$ cat src/hdl/exu_pkg.sv
// Purpose: shared constants for the exception priority and interrupt front end
// Assumes: single core clock, synchronous active-low reset
// Notes: cause codes follow the priority order, zero is highest
package exu_pkg;
    localparam int EXU_HW_IRQS = 6;
    localparam int EXU_SW_IRQS = 2;
    localparam int EXU_IRQS = 9;
    localparam int EXU_SHADOW_W = 2;
    localparam int EXU_VEC_W = 4;
    // entries of the priority list, reset down to load data break
    localparam int EXU_NCAUSE = 34;
    localparam logic [1:0] EXU_VECTORED_MODE_PRESENT_BIT_PRESENT = 2'h1;

    typedef enum logic [1:0] {
        EXU_MODE_COMPAT = 2'b00,
        EXU_MODE_VECTORED = 2'b01,
        EXU_MODE_EXTERNAL = 2'b10
    } exu_mode_e;

    typedef enum logic [5:0] {
        EXU_C_RESET = 6'h00,
        EXU_C_DSS = 6'h01,
        EXU_C_DINT = 6'h02,
        EXU_C_NMI = 6'h03,
        EXU_C_MCHECK = 6'h04,
        EXU_C_INT = 6'h05,
        EXU_C_DEF_WATCH = 6'h06,
        EXU_C_IBRK = 6'h07,
        EXU_C_IWATCH = 6'h08,
        EXU_C_FETCH_ALIGN = 6'h09,
        EXU_C_FETCH_PROT = 6'h0A,
        EXU_C_FETCH_MISS = 6'h0B,
        EXU_C_FETCH_INV = 6'h0C,
        EXU_C_FETCH_BUS = 6'h0D,
        EXU_C_DBG_BRK = 6'h0E,
        EXU_C_SYSTRAP = 6'h0F,
        EXU_C_BREAK = 6'h10,
        EXU_C_RSVD = 6'h11,
        EXU_C_COP_UNUSE = 6'h12,
        EXU_C_OVF = 6'h13,
        EXU_C_TRAP = 6'h14,
        EXU_C_DADDR_BRK = 6'h15,
        EXU_C_DWATCH = 6'h16,
        EXU_C_LD_ALIGN = 6'h17,
        EXU_C_LD_PROT = 6'h18,
        EXU_C_ST_ALIGN = 6'h19,
        EXU_C_ST_PROT = 6'h1A,
        EXU_C_LD_MISS = 6'h1B,
        EXU_C_LD_INV = 6'h1C,
        EXU_C_ST_MISS = 6'h1D,
        EXU_C_ST_INV = 6'h1E,
        EXU_C_WPROT = 6'h1F,
        EXU_C_DBUS = 6'h20,
        EXU_C_LD_DATA_BRK = 6'h21,
        EXU_C_NONE = 6'h3F
    } exu_cause_e;
endpackage

$ cat src/hdl/exu_core.sv
// Purpose: exception recognition, priority select and interrupt mode front end
// Assumes: condition inputs are synchronous to mclk and sampled every cycle
// Notes: one registered decision per cycle; pipeline flush is outside this block
`timescale 1ns/1ps
module exu_core
    import exu_pkg::*;
(
    input wire logic mclk,
    input wire logic nrst,
    input wire logic dbg_single_step,
    input wire logic dbg_interrupt,
    input wire logic nmi,
    input wire logic machine_check,
    input wire logic [EXU_HW_IRQS-1:0] hw_irq,
    input wire logic [EXU_SW_IRQS-1:0] sw_irq,
    input wire logic timer_irq,
    input wire logic [EXU_IRQS-1:0] irq_mask,
    input wire logic irq_global_en,
    input wire logic [1:0] irq_mode_sel,
    input wire logic mode_wr,
    input wire logic [EXU_SHADOW_W-1:0] srs_map [EXU_IRQS],
    input wire logic [EXU_VEC_W-1:0] ext_vector,
    input wire logic [EXU_SHADOW_W-1:0] ext_shadow,
    input wire logic ext_irq_req,
    input wire logic ext_ctrl_present_strap,
    input wire logic watch_masked,
    input wire logic instr_hw_break_match,
    input wire logic fetch_watch_match,
    input wire logic fetch_misaligned,
    input wire logic fetch_protected,
    input wire logic fetch_tlb_miss,
    input wire logic fetch_tlb_invalid,
    input wire logic fetch_bus_err,
    input wire logic debug_break_instruction,
    input wire logic system_trap_instruction,
    input wire logic break_instr,
    input wire logic reserved_opcode,
    input wire logic cop_unusable,
    input wire logic arith_overflow,
    input wire logic trap_true,
    input wire logic data_addr_break,
    input wire logic store_value_break,
    input wire logic data_watch_match,
    input wire logic is_load,
    input wire logic is_store,
    input wire logic data_misaligned,
    input wire logic data_protected,
    input wire logic data_tlb_miss,
    input wire logic data_tlb_invalid,
    input wire logic data_tlb_dirty,
    input wire logic data_bus_err,
    input wire logic load_data_break,
    output logic exc_valid,
    output exu_cause_e exc_cause,
    output logic irq_vectored,
    output logic [EXU_VEC_W-1:0] irq_vector,
    output logic [EXU_SHADOW_W-1:0] irq_shadow,
    output exu_mode_e irq_mode,
    output logic watch_deferred,
    output logic vectored_mode_present_bit,
    output logic ext_ctrl_mode_present_bit
);
    // ----------------------------------------
    // condition vector
    // ----------------------------------------
    logic [EXU_NCAUSE-1:0] pend;
    logic [EXU_IRQS-1:0] irq_raw;
    logic [EXU_IRQS-1:0] irq_act;
    logic int_pending;

    assign irq_raw = {hw_irq, timer_irq, sw_irq};
    assign irq_act = irq_raw & irq_mask;
    assign int_pending = irq_global_en &&
        ((irq_mode == EXU_MODE_EXTERNAL) ? ext_irq_req : (|irq_act));

    always_comb begin
        pend = '0;
        pend[EXU_C_RESET] = 1'b0;
        pend[EXU_C_DSS] = dbg_single_step;
        pend[EXU_C_DINT] = dbg_interrupt;
        pend[EXU_C_NMI] = nmi;
        pend[EXU_C_MCHECK] = machine_check;
        pend[EXU_C_INT] = int_pending;
        pend[EXU_C_DEF_WATCH] = watch_deferred && !watch_masked;
        pend[EXU_C_IBRK] = instr_hw_break_match;
        pend[EXU_C_IWATCH] = fetch_watch_match && !watch_masked;
        pend[EXU_C_FETCH_ALIGN] = fetch_misaligned;
        pend[EXU_C_FETCH_PROT] = fetch_protected;
        pend[EXU_C_FETCH_MISS] = fetch_tlb_miss;
        pend[EXU_C_FETCH_INV] = fetch_tlb_invalid;
        pend[EXU_C_FETCH_BUS] = fetch_bus_err;
        pend[EXU_C_DBG_BRK] = debug_break_instruction;
        pend[EXU_C_SYSTRAP] = system_trap_instruction;
        pend[EXU_C_BREAK] = break_instr;
        pend[EXU_C_RSVD] = reserved_opcode;
        pend[EXU_C_COP_UNUSE] = cop_unusable;
        pend[EXU_C_OVF] = arith_overflow;
        pend[EXU_C_TRAP] = trap_true;
        pend[EXU_C_DADDR_BRK] = data_addr_break || (is_store && store_value_break);
        pend[EXU_C_DWATCH] = data_watch_match && !watch_masked;
        pend[EXU_C_LD_ALIGN] = is_load && data_misaligned;
        pend[EXU_C_LD_PROT] = is_load && data_protected;
        pend[EXU_C_ST_ALIGN] = is_store && data_misaligned;
        pend[EXU_C_ST_PROT] = is_store && data_protected;
        pend[EXU_C_LD_MISS] = is_load && data_tlb_miss;
        pend[EXU_C_LD_INV] = is_load && !data_tlb_miss && data_tlb_invalid;
        pend[EXU_C_ST_MISS] = is_store && data_tlb_miss;
        pend[EXU_C_ST_INV] = is_store && !data_tlb_miss && data_tlb_invalid;
        pend[EXU_C_WPROT] = is_store && !data_tlb_miss && !data_tlb_invalid &&
            !data_tlb_dirty;
        pend[EXU_C_DBUS] = data_bus_err && (is_load || is_store);
        pend[EXU_C_LD_DATA_BRK] = is_load && load_data_break;
    end

    // ----------------------------------------
    // priority select
    // ----------------------------------------
    exu_cause_e win;
    logic win_valid;

    always_comb begin
        win = EXU_C_NONE;
        win_valid = 1'b0;
        for (int i = EXU_NCAUSE - 1; i >= 0; i--) begin
            if (pend[i]) begin
                win = exu_cause_e'(6'(i));
                win_valid = 1'b1;
            end
        end
    end

    // ----------------------------------------
    // interrupt vector and shadow select
    // ----------------------------------------
    logic [EXU_VEC_W-1:0] vi_vec;
    logic [EXU_SHADOW_W-1:0] vi_shadow;

    // highest numbered source wins; fixed order keeps the select flat
    always_comb begin
        vi_vec = '0;
        vi_shadow = '0;
        for (int i = 0; i < EXU_IRQS; i++) begin
            if (irq_act[i]) begin
                vi_vec = EXU_VEC_W'(i);
                vi_shadow = srs_map[i];
            end
        end
    end

    // ----------------------------------------
    // state registers
    // ----------------------------------------
    exu_mode_e next_irq_mode;
    logic next_watch_deferred;
    logic next_exc_valid;
    exu_cause_e next_exc_cause;
    logic next_irq_vectored;
    logic [EXU_VEC_W-1:0] next_irq_vector;
    logic [EXU_SHADOW_W-1:0] next_irq_shadow;

    always_comb begin
        next_irq_mode = irq_mode;
        if (mode_wr) begin
            if (irq_mode_sel == EXU_MODE_VECTORED) begin
                next_irq_mode = EXU_MODE_VECTORED;
            end else if (irq_mode_sel == EXU_MODE_EXTERNAL && ext_ctrl_present_strap) begin
                next_irq_mode = EXU_MODE_EXTERNAL;
            end else if (irq_mode_sel == EXU_MODE_COMPAT) begin
                next_irq_mode = EXU_MODE_COMPAT;
            end
        end
        // hold masked watch, set wins over release
        next_watch_deferred = watch_deferred;
        if (watch_masked && (fetch_watch_match || data_watch_match)) begin
            next_watch_deferred = 1'b1;
        end else if (!watch_masked && win == EXU_C_DEF_WATCH) begin
            next_watch_deferred = 1'b0;
        end
        next_exc_valid = win_valid;
        next_exc_cause = win;
        next_irq_vectored = 1'b0;
        next_irq_vector = '0;
        next_irq_shadow = '0;
        if (win == EXU_C_INT) begin
            // shadow per vector in vectored and external modes
            unique case (irq_mode)
                EXU_MODE_COMPAT: begin
                    next_irq_vectored = 1'b0;
                end
                EXU_MODE_VECTORED: begin
                    next_irq_vectored = 1'b1;
                    next_irq_vector = vi_vec;
                    next_irq_shadow = vi_shadow;
                end
                EXU_MODE_EXTERNAL: begin
                    next_irq_vectored = 1'b1;
                    next_irq_vector = ext_vector;
                    next_irq_shadow = ext_shadow;
                end
                default: begin
                    next_irq_vectored = 1'b0;
                end
            endcase
        end
    end

    always_ff @(posedge mclk) begin
        if (!nrst) begin
            irq_mode <= EXU_MODE_COMPAT;
            watch_deferred <= 1'b0;
            // reset itself is the top cause, reported while held
            exc_valid <= 1'b1;
            exc_cause <= EXU_C_RESET;
            irq_vectored <= 1'b0;
            irq_vector <= '0;
            irq_shadow <= '0;
        end else begin
            irq_mode <= next_irq_mode;
            watch_deferred <= next_watch_deferred;
            exc_valid <= next_exc_valid;
            exc_cause <= next_exc_cause;
            irq_vectored <= next_irq_vectored;
            irq_vector <= next_irq_vector;
            irq_shadow <= next_irq_shadow;
        end
    end

    assign vectored_mode_present_bit = EXU_VECTORED_MODE_PRESENT_BIT_PRESENT[0];
    assign ext_ctrl_mode_present_bit = ext_ctrl_present_strap;
endmodule

$ cat config.mk
export PLATFORM = sky130hd
export DESIGN_NAME = exu_core
export DESIGN_NICKNAME = d
export VERILOG_FILES = /design/src/hdl/exu_pkg.sv /design/src/hdl/exu_core.sv
export SDC_FILE = /design/constraint.sdc
export NUM_CORES = 1
export LEC_CHECK = 0
export ABC_AREA = 1
export BUFFER_PORTS_ARGS = -buffer_cell sky130_fd_sc_hd__clkbuf_2
export CAP_MARGIN = 20
export CORE_ASPECT_RATIO = 0.5
export CORE_UTILIZATION = 34
export CTS_BUF_LIST = sky130_fd_sc_hd__clkbuf_2
export CTS_CLUSTER_SIZE = 14
export DETAILED_ROUTE_END_ITERATION = 10
export PLACE_DENSITY_LB_ADDON = 0.1
export SYNTH_ARGS = -nofsm -noshare
export SYNTH_HDL_FRONTEND = slang
export SYNTH_SLANG_ARGS = --single-unit
$ cat constraint.sdc
create_clock -name mclk -period 2.8 [get_ports mclk]
set_clock_uncertainty 0.15 [all_clocks]
set_input_delay 0.56 -clock mclk [delete_from_list [all_inputs] [get_ports mclk]]
set_output_delay 0.56 -clock mclk [all_outputs]
set_load 0.03 [all_outputs]
**Word-level counts from Yosys, hierarchy flattened**

Index checks and enable logic that the tools add are counted.

- Register bits after elaboration: 17
- Bits of input ports: 81
- Output and inout port bits: 19
- Logic and storage cells: 112

- Eq/ne operators: 6
- Mux-type cells: 60
- Bitwise logic cells: 2
- Reductions and logical operators: 37

Operators by type and width:

| kind | number |
|---|---|
| $mux 6 | 32 |
| $reduce_or 33->1 | 1 |
| $mux 4 | 7 |
| $mux 2 | 12 |
| $logic_and 1x1->1 | 22 |
| $eq 6x3->1 const B | 2 |
| $and 9x9->9 | 1 |
| $reduce_or 9->1 | 1 |
| $pmux 4 s2 | 1 |
| $mux 1 | 6 |
| $mux 5 | 1 |
| $eq 2x1->1 const B | 2 |
| $eq 2x2->1 const B | 2 |
| $logic_not 1->1 | 4 |
| $pmux 2 s2 | 1 |
| $reduce_and 2->1 | 2 |
| $logic_or 1x1->1 | 3 |
| $reduce_bool 3->1 | 1 |
| $logic_not 2->1 | 1 |
| $reduce_bool 2->1 | 1 |
| $reduce_or 2->1 | 1 |
| $not 1->1 | 1 |

**Depth between registers and ports, before layout**

Gate-level depths: netlist of run 1.

- Depth in word-level cells: 39
- Mapped depth: 32
- Gate-level depth less buffers: 32

**Worst setup path after synthesis of run 1**

Ideal clock, no wire load.

- Path kind: in2reg
- Start: input is_store
- End: register irq_shadow[0]
- Setup time: 0.062 ns
- Arrival: 2.210 ns
- Required time: 2.588 ns
- Setup slack: 0.378 ns
- Cell stages on the path: 32
- Path buffers: 1
- Cells stage by stage: buf_6 -> o21ai_2 -> nand2_1 -> nand2_1 -> nand2_1 -> nand2_1 -> nand2_1 -> nand2_1 -> nand2_1 -> nand2_1 -> nand2_1 -> nand2_1 -> nand2_1 -> nand2_1 -> nand2_1 -> nand2_1 -> nand2_1 -> nand2_1 -> nand2_1 -> nand2_1 -> nand2_1 -> nand2_1 -> nand2_1 -> nand2_1 -> nand2_1 -> nand2_1 -> nand2_1 -> nand2_1 -> nand2_2 -> nand2_4 -> nand2_4 -> nor2_2

- Longest elaborated chain between the ends: 36
- Elaborated cells between the ends (all ways): 45
- Those cells by class: eq/ne: 1; mux: 32; reduce/logical: 12

Ends and longest elaborated chain:

| element | RTL line | source |
|---|---|---|
| start, declared | exu_core.sv:45 | `input wire logic is_store,` |
| $logic_or 1x1->1 / $logic_and 1x1->1 (equally long branches) | exu_core.sv:111, exu_core.sv:108, exu_core.sv:109 |  |
| $logic_and 1x1->1, on equally long branches | exu_core.sv:111, exu_core.sv:109 |  |
| $mux 6 / $logic_and 1x1->1 (equally long branches) | exu_core.sv:125, exu_core.sv:109 |  |
| $mux 6 (10 in series) | exu_core.sv:125 | `if (pend[i]) begin` |
| $mux 6 * (21 in series) | exu_core.sv:125 |  |
| $eq 6x3->1 * | exu_core.sv:184 | `if (win == EXU_C_INT) begin` |
| $reduce_and 2->1 (no source line) * | n/a |  |
| end signal, assigned | exu_core.sv:224 | `irq_shadow <= next_irq_shadow;` |
| end, declared | exu_core.sv:57 | `output logic [EXU_SHADOW_W-1:0] irq_shadow,` |

Every way passes the cells marked *; elsewhere a longest branch is shown, timed or not.
A chain may end at the register's enable or synchronous reset.

**Worst setup path in the final report of run 1**

- Start: input is_store
- End: register irq_vector[0]

- Longest elaborated chain between the ends: 36
- Elaborated cells between the ends (all ways): 45
- Those cells by class: eq/ne: 1; mux: 32; reduce/logical: 12

Ends and longest elaborated chain:

| element | RTL line | source |
|---|---|---|
| $logic_or 1x1->1 / $logic_and 1x1->1 (equally long branches) | exu_core.sv:111, exu_core.sv:108, exu_core.sv:109 |  |
| $logic_and 1x1->1, on equally long branches | exu_core.sv:111, exu_core.sv:109 |  |
| $mux 6 / $logic_and 1x1->1 (equally long branches) | exu_core.sv:125, exu_core.sv:109 |  |
| $mux 6 (10 in series) | exu_core.sv:125 |  |
| $mux 6 * (21 in series) | exu_core.sv:125 |  |
| $eq 6x3->1 * | exu_core.sv:184 |  |
| $reduce_and 2->1 (no source line) * | n/a |  |
| end signal, assigned | exu_core.sv:223 | `irq_vector <= next_irq_vector;` |
| end, declared | exu_core.sv:56 | `output logic [EXU_VEC_W-1:0] irq_vector,` |

Marked as above.

==> flow_metrics.tcl, run 1 <==
set metrics [dict create \
    setup.worst_path.end_class "register" \
    clockBufferDepth 2 \
    worstSetupStartpointType "primary input" \
    cpPeakStageDelay_ns 0.17 \
    final_area_um2 2000 \
    finalCritPeriodShare 0.849 \
    antenna_cells 0 \
    die_w_um 94.5 \
    cts-htree-levels 1 \
    drive_gt1_frac 0.325 \
    hp-start "nrst" \
    grt_max_degree 10 \
    cp_data_required_time_ns 2.89 \
    cts.sinks 17 \
    coreArea_um2 4000 \
    row_count 16 \
    gp_congestion 0.888 \
    netlist_instances 256 \
    track_usage 0.166 \
    hpwl_um 3370 \
    placed_area_um2 1980 \
    area_growth_pct 37.7 \
    clk_pin_slew_ns 0.16 \
    synth_fp_nets 339 \
    final_nets 438 \
    critPathMostFrequentCell "nand2_1" \
    die_h_um 48.3 \
    insertion_delay_ns 0.29 \
    num_vias 1832 \
    postCtsSetupBuffers 0 \
    finalCriticalPeriod_ns 2.38 \
    cts_resized 0 \
    synth_cell_types 35 \
    total_power_uw 573 \
    synth_enable_flop_cells 0 \
    setup_viol 0 \
    ys.warnings.count 0 \
    p_leak_nw 1.20 \
    via_per_inst 4.49 \
    reg2reg_depth 12 \
    root_buffer "clkbuf_2" \
    post_drt_wl_per_cell_um 9.34 \
    dieArea_um2 4560 \
    drc 0 \
    cp.arrival_ns 2.47 \
    port-buffer-count 98 \
    power_density_nw_per_um2 286 \
    timing.final.hold_violations 0 \
    final_antenna_net_count 0 \
    yosys_register_bits 17 \
    yosys_most_used_dff "dfxtp_1" \
    drt_first_pass_iters 6 \
    r2r-start "irq_mode[0]" \
    initial_core_util 0.363 \
    wirelength_um 3810 \
    cts_buffers 3 \
    hold_path.class "primary input to register" \
    cp_slowest_cell "o21ai_2" \
    ys_seq_area_frac 0.234 \
    postLayoutCoreUtil 0.500 \
    drt-initial-drc-count 50 \
    fin_tns_setup_ns 0 \
    rsz0062_at_grt "no" \
    grt-ovfl-total 0 \
    max_cap_violations 0 \
    cts_tree "done" \
    syn_area_um2 1460 \
    async_reset_ff_frac 0 \
    startpoint "is_store" \
    irDropWorstVdd_mv 0.0898 \
    min_delay_path_depth 3 \
    cp_max_fo 8 \
    crit_type "primary input to register" \
    grt_first_pass_wirelength_um 5900 \
    grt_pass1_vias 1548 \
    cts-hold-fix-buffers 0 \
    slew_viol_final 0 \
    status "finished clean" \
    ioPinCount 100 \
    max_freq_mhz 420 \
    syn_avg_cell_area_um2 5.68 \
    antenna_found_initial 0 \
]
==> layout by cell type (no fill, tap or decap), types with 3 or more instances in the layout <==
master	Yosys	routed
dfxtp_1	17	17
inv_1	48	48
o21ai_0	11	11
nand3_1	11	11
nor2_1	27	27
nand2_1	79	79
nor2_2	6	6
clkbuf_2	0	102
nor3_1	10	10
a31oi_1	3	3
a21oi_1	9	9
a22oi_1	4	4
==> sequential cells by signal (all words and copies together) (netlist names) <==
name,flops
watch_deferred,1
irq_shadow,2
irq_mode,2
exc_cause,6
irq_vector,4
irq_vectored,1
exc_valid,1
==> per-layer routing <==
layer	routed length (µm)	share of wire	up-vias	GRT usage
met1	1790	0.47	763	0.191
li1	-	-	1008	-
met3	271	0.071	2	0.0327
met2	1740	0.46	59	0.341
met4	8	0.0021	0	0.0273
met5	0	0	-	0
==> area by class of cell <==
| class | count | area (µm²) |
|---|---|---|
| Clock buffer | 4 | 20.0 |
| Multi-Input combinational cell | 185 | 897 |
| Sequential cell | 17 | 340 |
| Inverter | 50 | 188 |
| Timing Repair Buffer | 98 | 490 |
| Tap cell | 54 | 67.6 |
| Fill cell | 449 | 2000 |
==> final timing paths <==
| path | slack, ns | end |
|---|---|---|
| setup reg to reg | 0.67 | irq_vector[0] |
| hold / removal | 0.33 | irq_mode[1] |
| hold reg to reg | 0.36 | irq_mode[1] |
| setup / recovery | 0.42 | irq_vector[0] |
==> synthesized netlist by cell type (all sizes together) (3+ instances only) <==
cell | n | area [µm²]
nand2 | 82 | 325
a31oi | 3 | 18.8
inv | 50 | 188
nor3 | 10 | 50.1
nor2 | 33 | 139
nand3 | 11 | 55.1
buf | 3 | 26.3
o21ai | 12 | 63.8
a22oi | 4 | 30.0
a21oi | 9 | 45.0
dfxtp | 17 | 340
==> kinds of logic (layout without fill, tap and decap cells) <==
logic type	count (synthesis)	in the layout	synth area share
and+or+nand+nor	140	140	0.410
buffers and inverters	54	152	0.150
AOI/OAI and AO/OA	42	42	0.187
DFF	17	17	0.234
adders and majority gates	2	2	0.0172
other	1	1	0.00258
==> where the power goes <==
group | leakage, nW | switching, mW | internal, mW
Clock | 0.0166 | 0.0737 | 0.0379
Combinational | 1.05 | 0.121 | 0.0908
Sequential | 0.138 | 0.00245 | 0.247
==> per-stage QoR <==
step,worst slack (ns),hold slack [ns],cells
finish,0.422,0.332,408
global route,0.172,0.317,408
CTS,0.422,0.311,408
detailed placement,0.106,0.344,404
global placement,0.173,0.344,404
floorplan,0.378,0.462,256
==> critical path: cells and delay by family <==
kind | cells | cell delay (ns)
buf+inv | 1 | 0.15
compound gates | 1 | 0.17
simple gates | 30 | 1.59
(Power assumes the default switching activity.)
==> run 2: changes to the inputs <==
==> constraint.sdc (replaced) <==
create_clock -name mclk -period 2 [get_ports mclk]
set_clock_uncertainty 0.15 [all_clocks]
set_input_delay 0.4 -clock mclk [delete_from_list [all_inputs] [get_ports mclk]]
set_output_delay 0.4 -clock mclk [all_outputs]
set_load 0.03 [all_outputs]
==> flow_metrics.tcl, run 2 (synthesized netlist as in run 1, its figures left out) <==
set metrics [dict create \
    placed_area_um2 2200 \
    via_per_inst 4.51 \
    fin_cells 437 \
    dp.cells 432 \
    internal_power_uw 575 \
    finalCritPeriodShare 1.07 \
    drt-initial-drc-count 43 \
    die_w_um 94.5 \
    row_count 16 \
    rsz0062_at_grt "yes" \
    grt_max_degree 10 \
    clk_pin_slew_ns 0.16 \
    wirelength_um 4180 \
    cp_data_required_time_ns 2.09 \
    antenna_found_initial 0 \
    max_cap_violations 0 \
    final_antenna_net_count 0 \
    cpPeakStageDelay_ns 0.14 \
    whs_ns 0.178 \
    root_buffer "clkbuf_2" \
    num_vias 1973 \
    postLayoutCoreUtil 0.572 \
    largest_reg_flops 6 \
    status "finished with violations" \
    coreArea_um2 4000 \
    drc 0 \
    antenna_cells 0 \
    grtUsageMet3 0.0296 \
    max_freq_mhz 466 \
    timing.final.hold_violations 0 \
    critPathMostFrequentCell "nand2_1" \
    hold_path.class "primary input to register" \
    switching_share 0.338 \
    worstSetupStartpointType "primary input" \
    rr_endpoint "irq_vector[2]" \
    ioPinCount 100 \
    setup.worst_path.end_class "register" \
    cp_max_fo 7 \
    holdPathEnd "irq_mode[1]" \
    dieArea_um2 4560 \
    insertion_delay_ns 0.29 \
    min_delay_path_depth 3 \
    area_growth_pct 57.4 \
    dp_slack_ns -0.524 \
    cts-htree-levels 1 \
    clockBufferDepth 2 \
    drive_gt1_frac 0.386 \
    cp_slowest_cell "o21ai_4" \
    grt-ovfl-total 0 \
    finalCriticalPeriod_ns 2.15 \
    cts_buffers 3 \
    seqPwrFrac 0.402 \
    regMostFlops "exc_cause" \
    use_met1 0.216 \
    reg2reg_depth 12 \
    slew_viol_final 0 \
    grt_first_pass_wirelength_um 6400 \
    total_power_uw 869 \
    crit_type "primary input to register" \
    hpwl_um 3640 \
    fin_tns_setup_ns -1.22 \
    hp-start "nrst" \
    layout_common_cells "clkbuf_2, nand2_1, inv_1, buf_4, nor2_1" \
    final_common_cell "clkbuf_2" \
    gr-usage-met2 0.352 \
    irDropWorstVdd_mv 0.163 \
    power_switching_uw 294 \
    violations "negative setup slack" \
    final_area_um2 2290 \
    setup_viol 9 \
    port-buffer-count 98 \
    fin_ws_ns -0.146 \
    clkPwrFrac 0.181 \
    cts.sinks 17 \
    drt_first_pass_iters 4 \
    track_usage 0.178 \
    cp.arrival_ns 2.24 \
    gp_congestion 0.838 \
    reg_top3 "exc_cause (6), irq_vector (4)" \
    cts_tree "done" \
    power_density_nw_per_um2 379 \
    die_h_um 48.3 \
    final_nets 467 \
    grt_busiest_layer "met2" \
    r2r-start "irq_mode[0]" \
    p_comb_frac 0.417 \
    p_leak_nw 1.36 \
    grt_pass1_vias 1653 \
    initial_core_util 0.363 \
    rrSetupSlack_ns -0.06 \
    post_drt_wl_per_cell_um 9.55 \
]
## run 2: cell types whose count changed in the layout (fill, tap and decap cells not counted), sizes merged
cell / change
buf: +29
## run 2: power groups by stage
| stage | clock (mW) | sequential, mW | combinational [mW] |
|---|---|---|---|
| final | 0.157 | 0.349 | 0.362 |
| after global routing | 0.174 | 0.351 | 0.408 |
| after detailed placement | 0 | 0.357 | 0.348 |
| after floorplan | 0 | 0.371 | 0.165 |
| after CTS | 0.166 | 0.350 | 0.363 |
| after global placement | 0 | 0.356 | 0.343 |
## run 2: timing repair
item / 4_1_cts / 5_1_grt
resized for setup: 10 / 1
hold buffers: 0 / 0
setup endpoints to repair: 9 / 13
pin swaps: 3 / 0
buffers inserted: 1 / 0
## run 2: critical path, delay by kind of cell
kind	cells	cell delay [ns]
compound gates	1	0.14
simple gates	30	1.57
buf+inv	1	0.13
## run 2: layout make-up
cell class,instances,area [µm²]
Inverter,50,190
Multi-Input combinational cell,185,925
Clock buffer,4,20.0
Timing Repair Buffer,127,748
Tap cell,54,67.6
Sequential cell,17,340
Fill cell,419,1710
## run 2: how the worst max path moves through the flow
stage                   from             to  slack, ns  cells after the start
floorplan           is_store  irq_shadow[0]      -0.25                     32
global placement    is_store  irq_shadow[0]      -0.47                     32
detailed placement  is_store  irq_shadow[1]      -0.52                     32
CTS                 is_store  irq_vector[2]      -0.15                     32
global route        is_store  irq_vector[0]      -0.40                     32
finish              is_store  irq_vector[2]      -0.15                     32
## run 2: per-layer routing
layer | wire length (µm) | share of wire
met1 | 1980 | 0.47
met3 | 278 | 0.067
met4 | 19 | 0.0046
met2 | 1900 | 0.45
met5 | 0 | 0
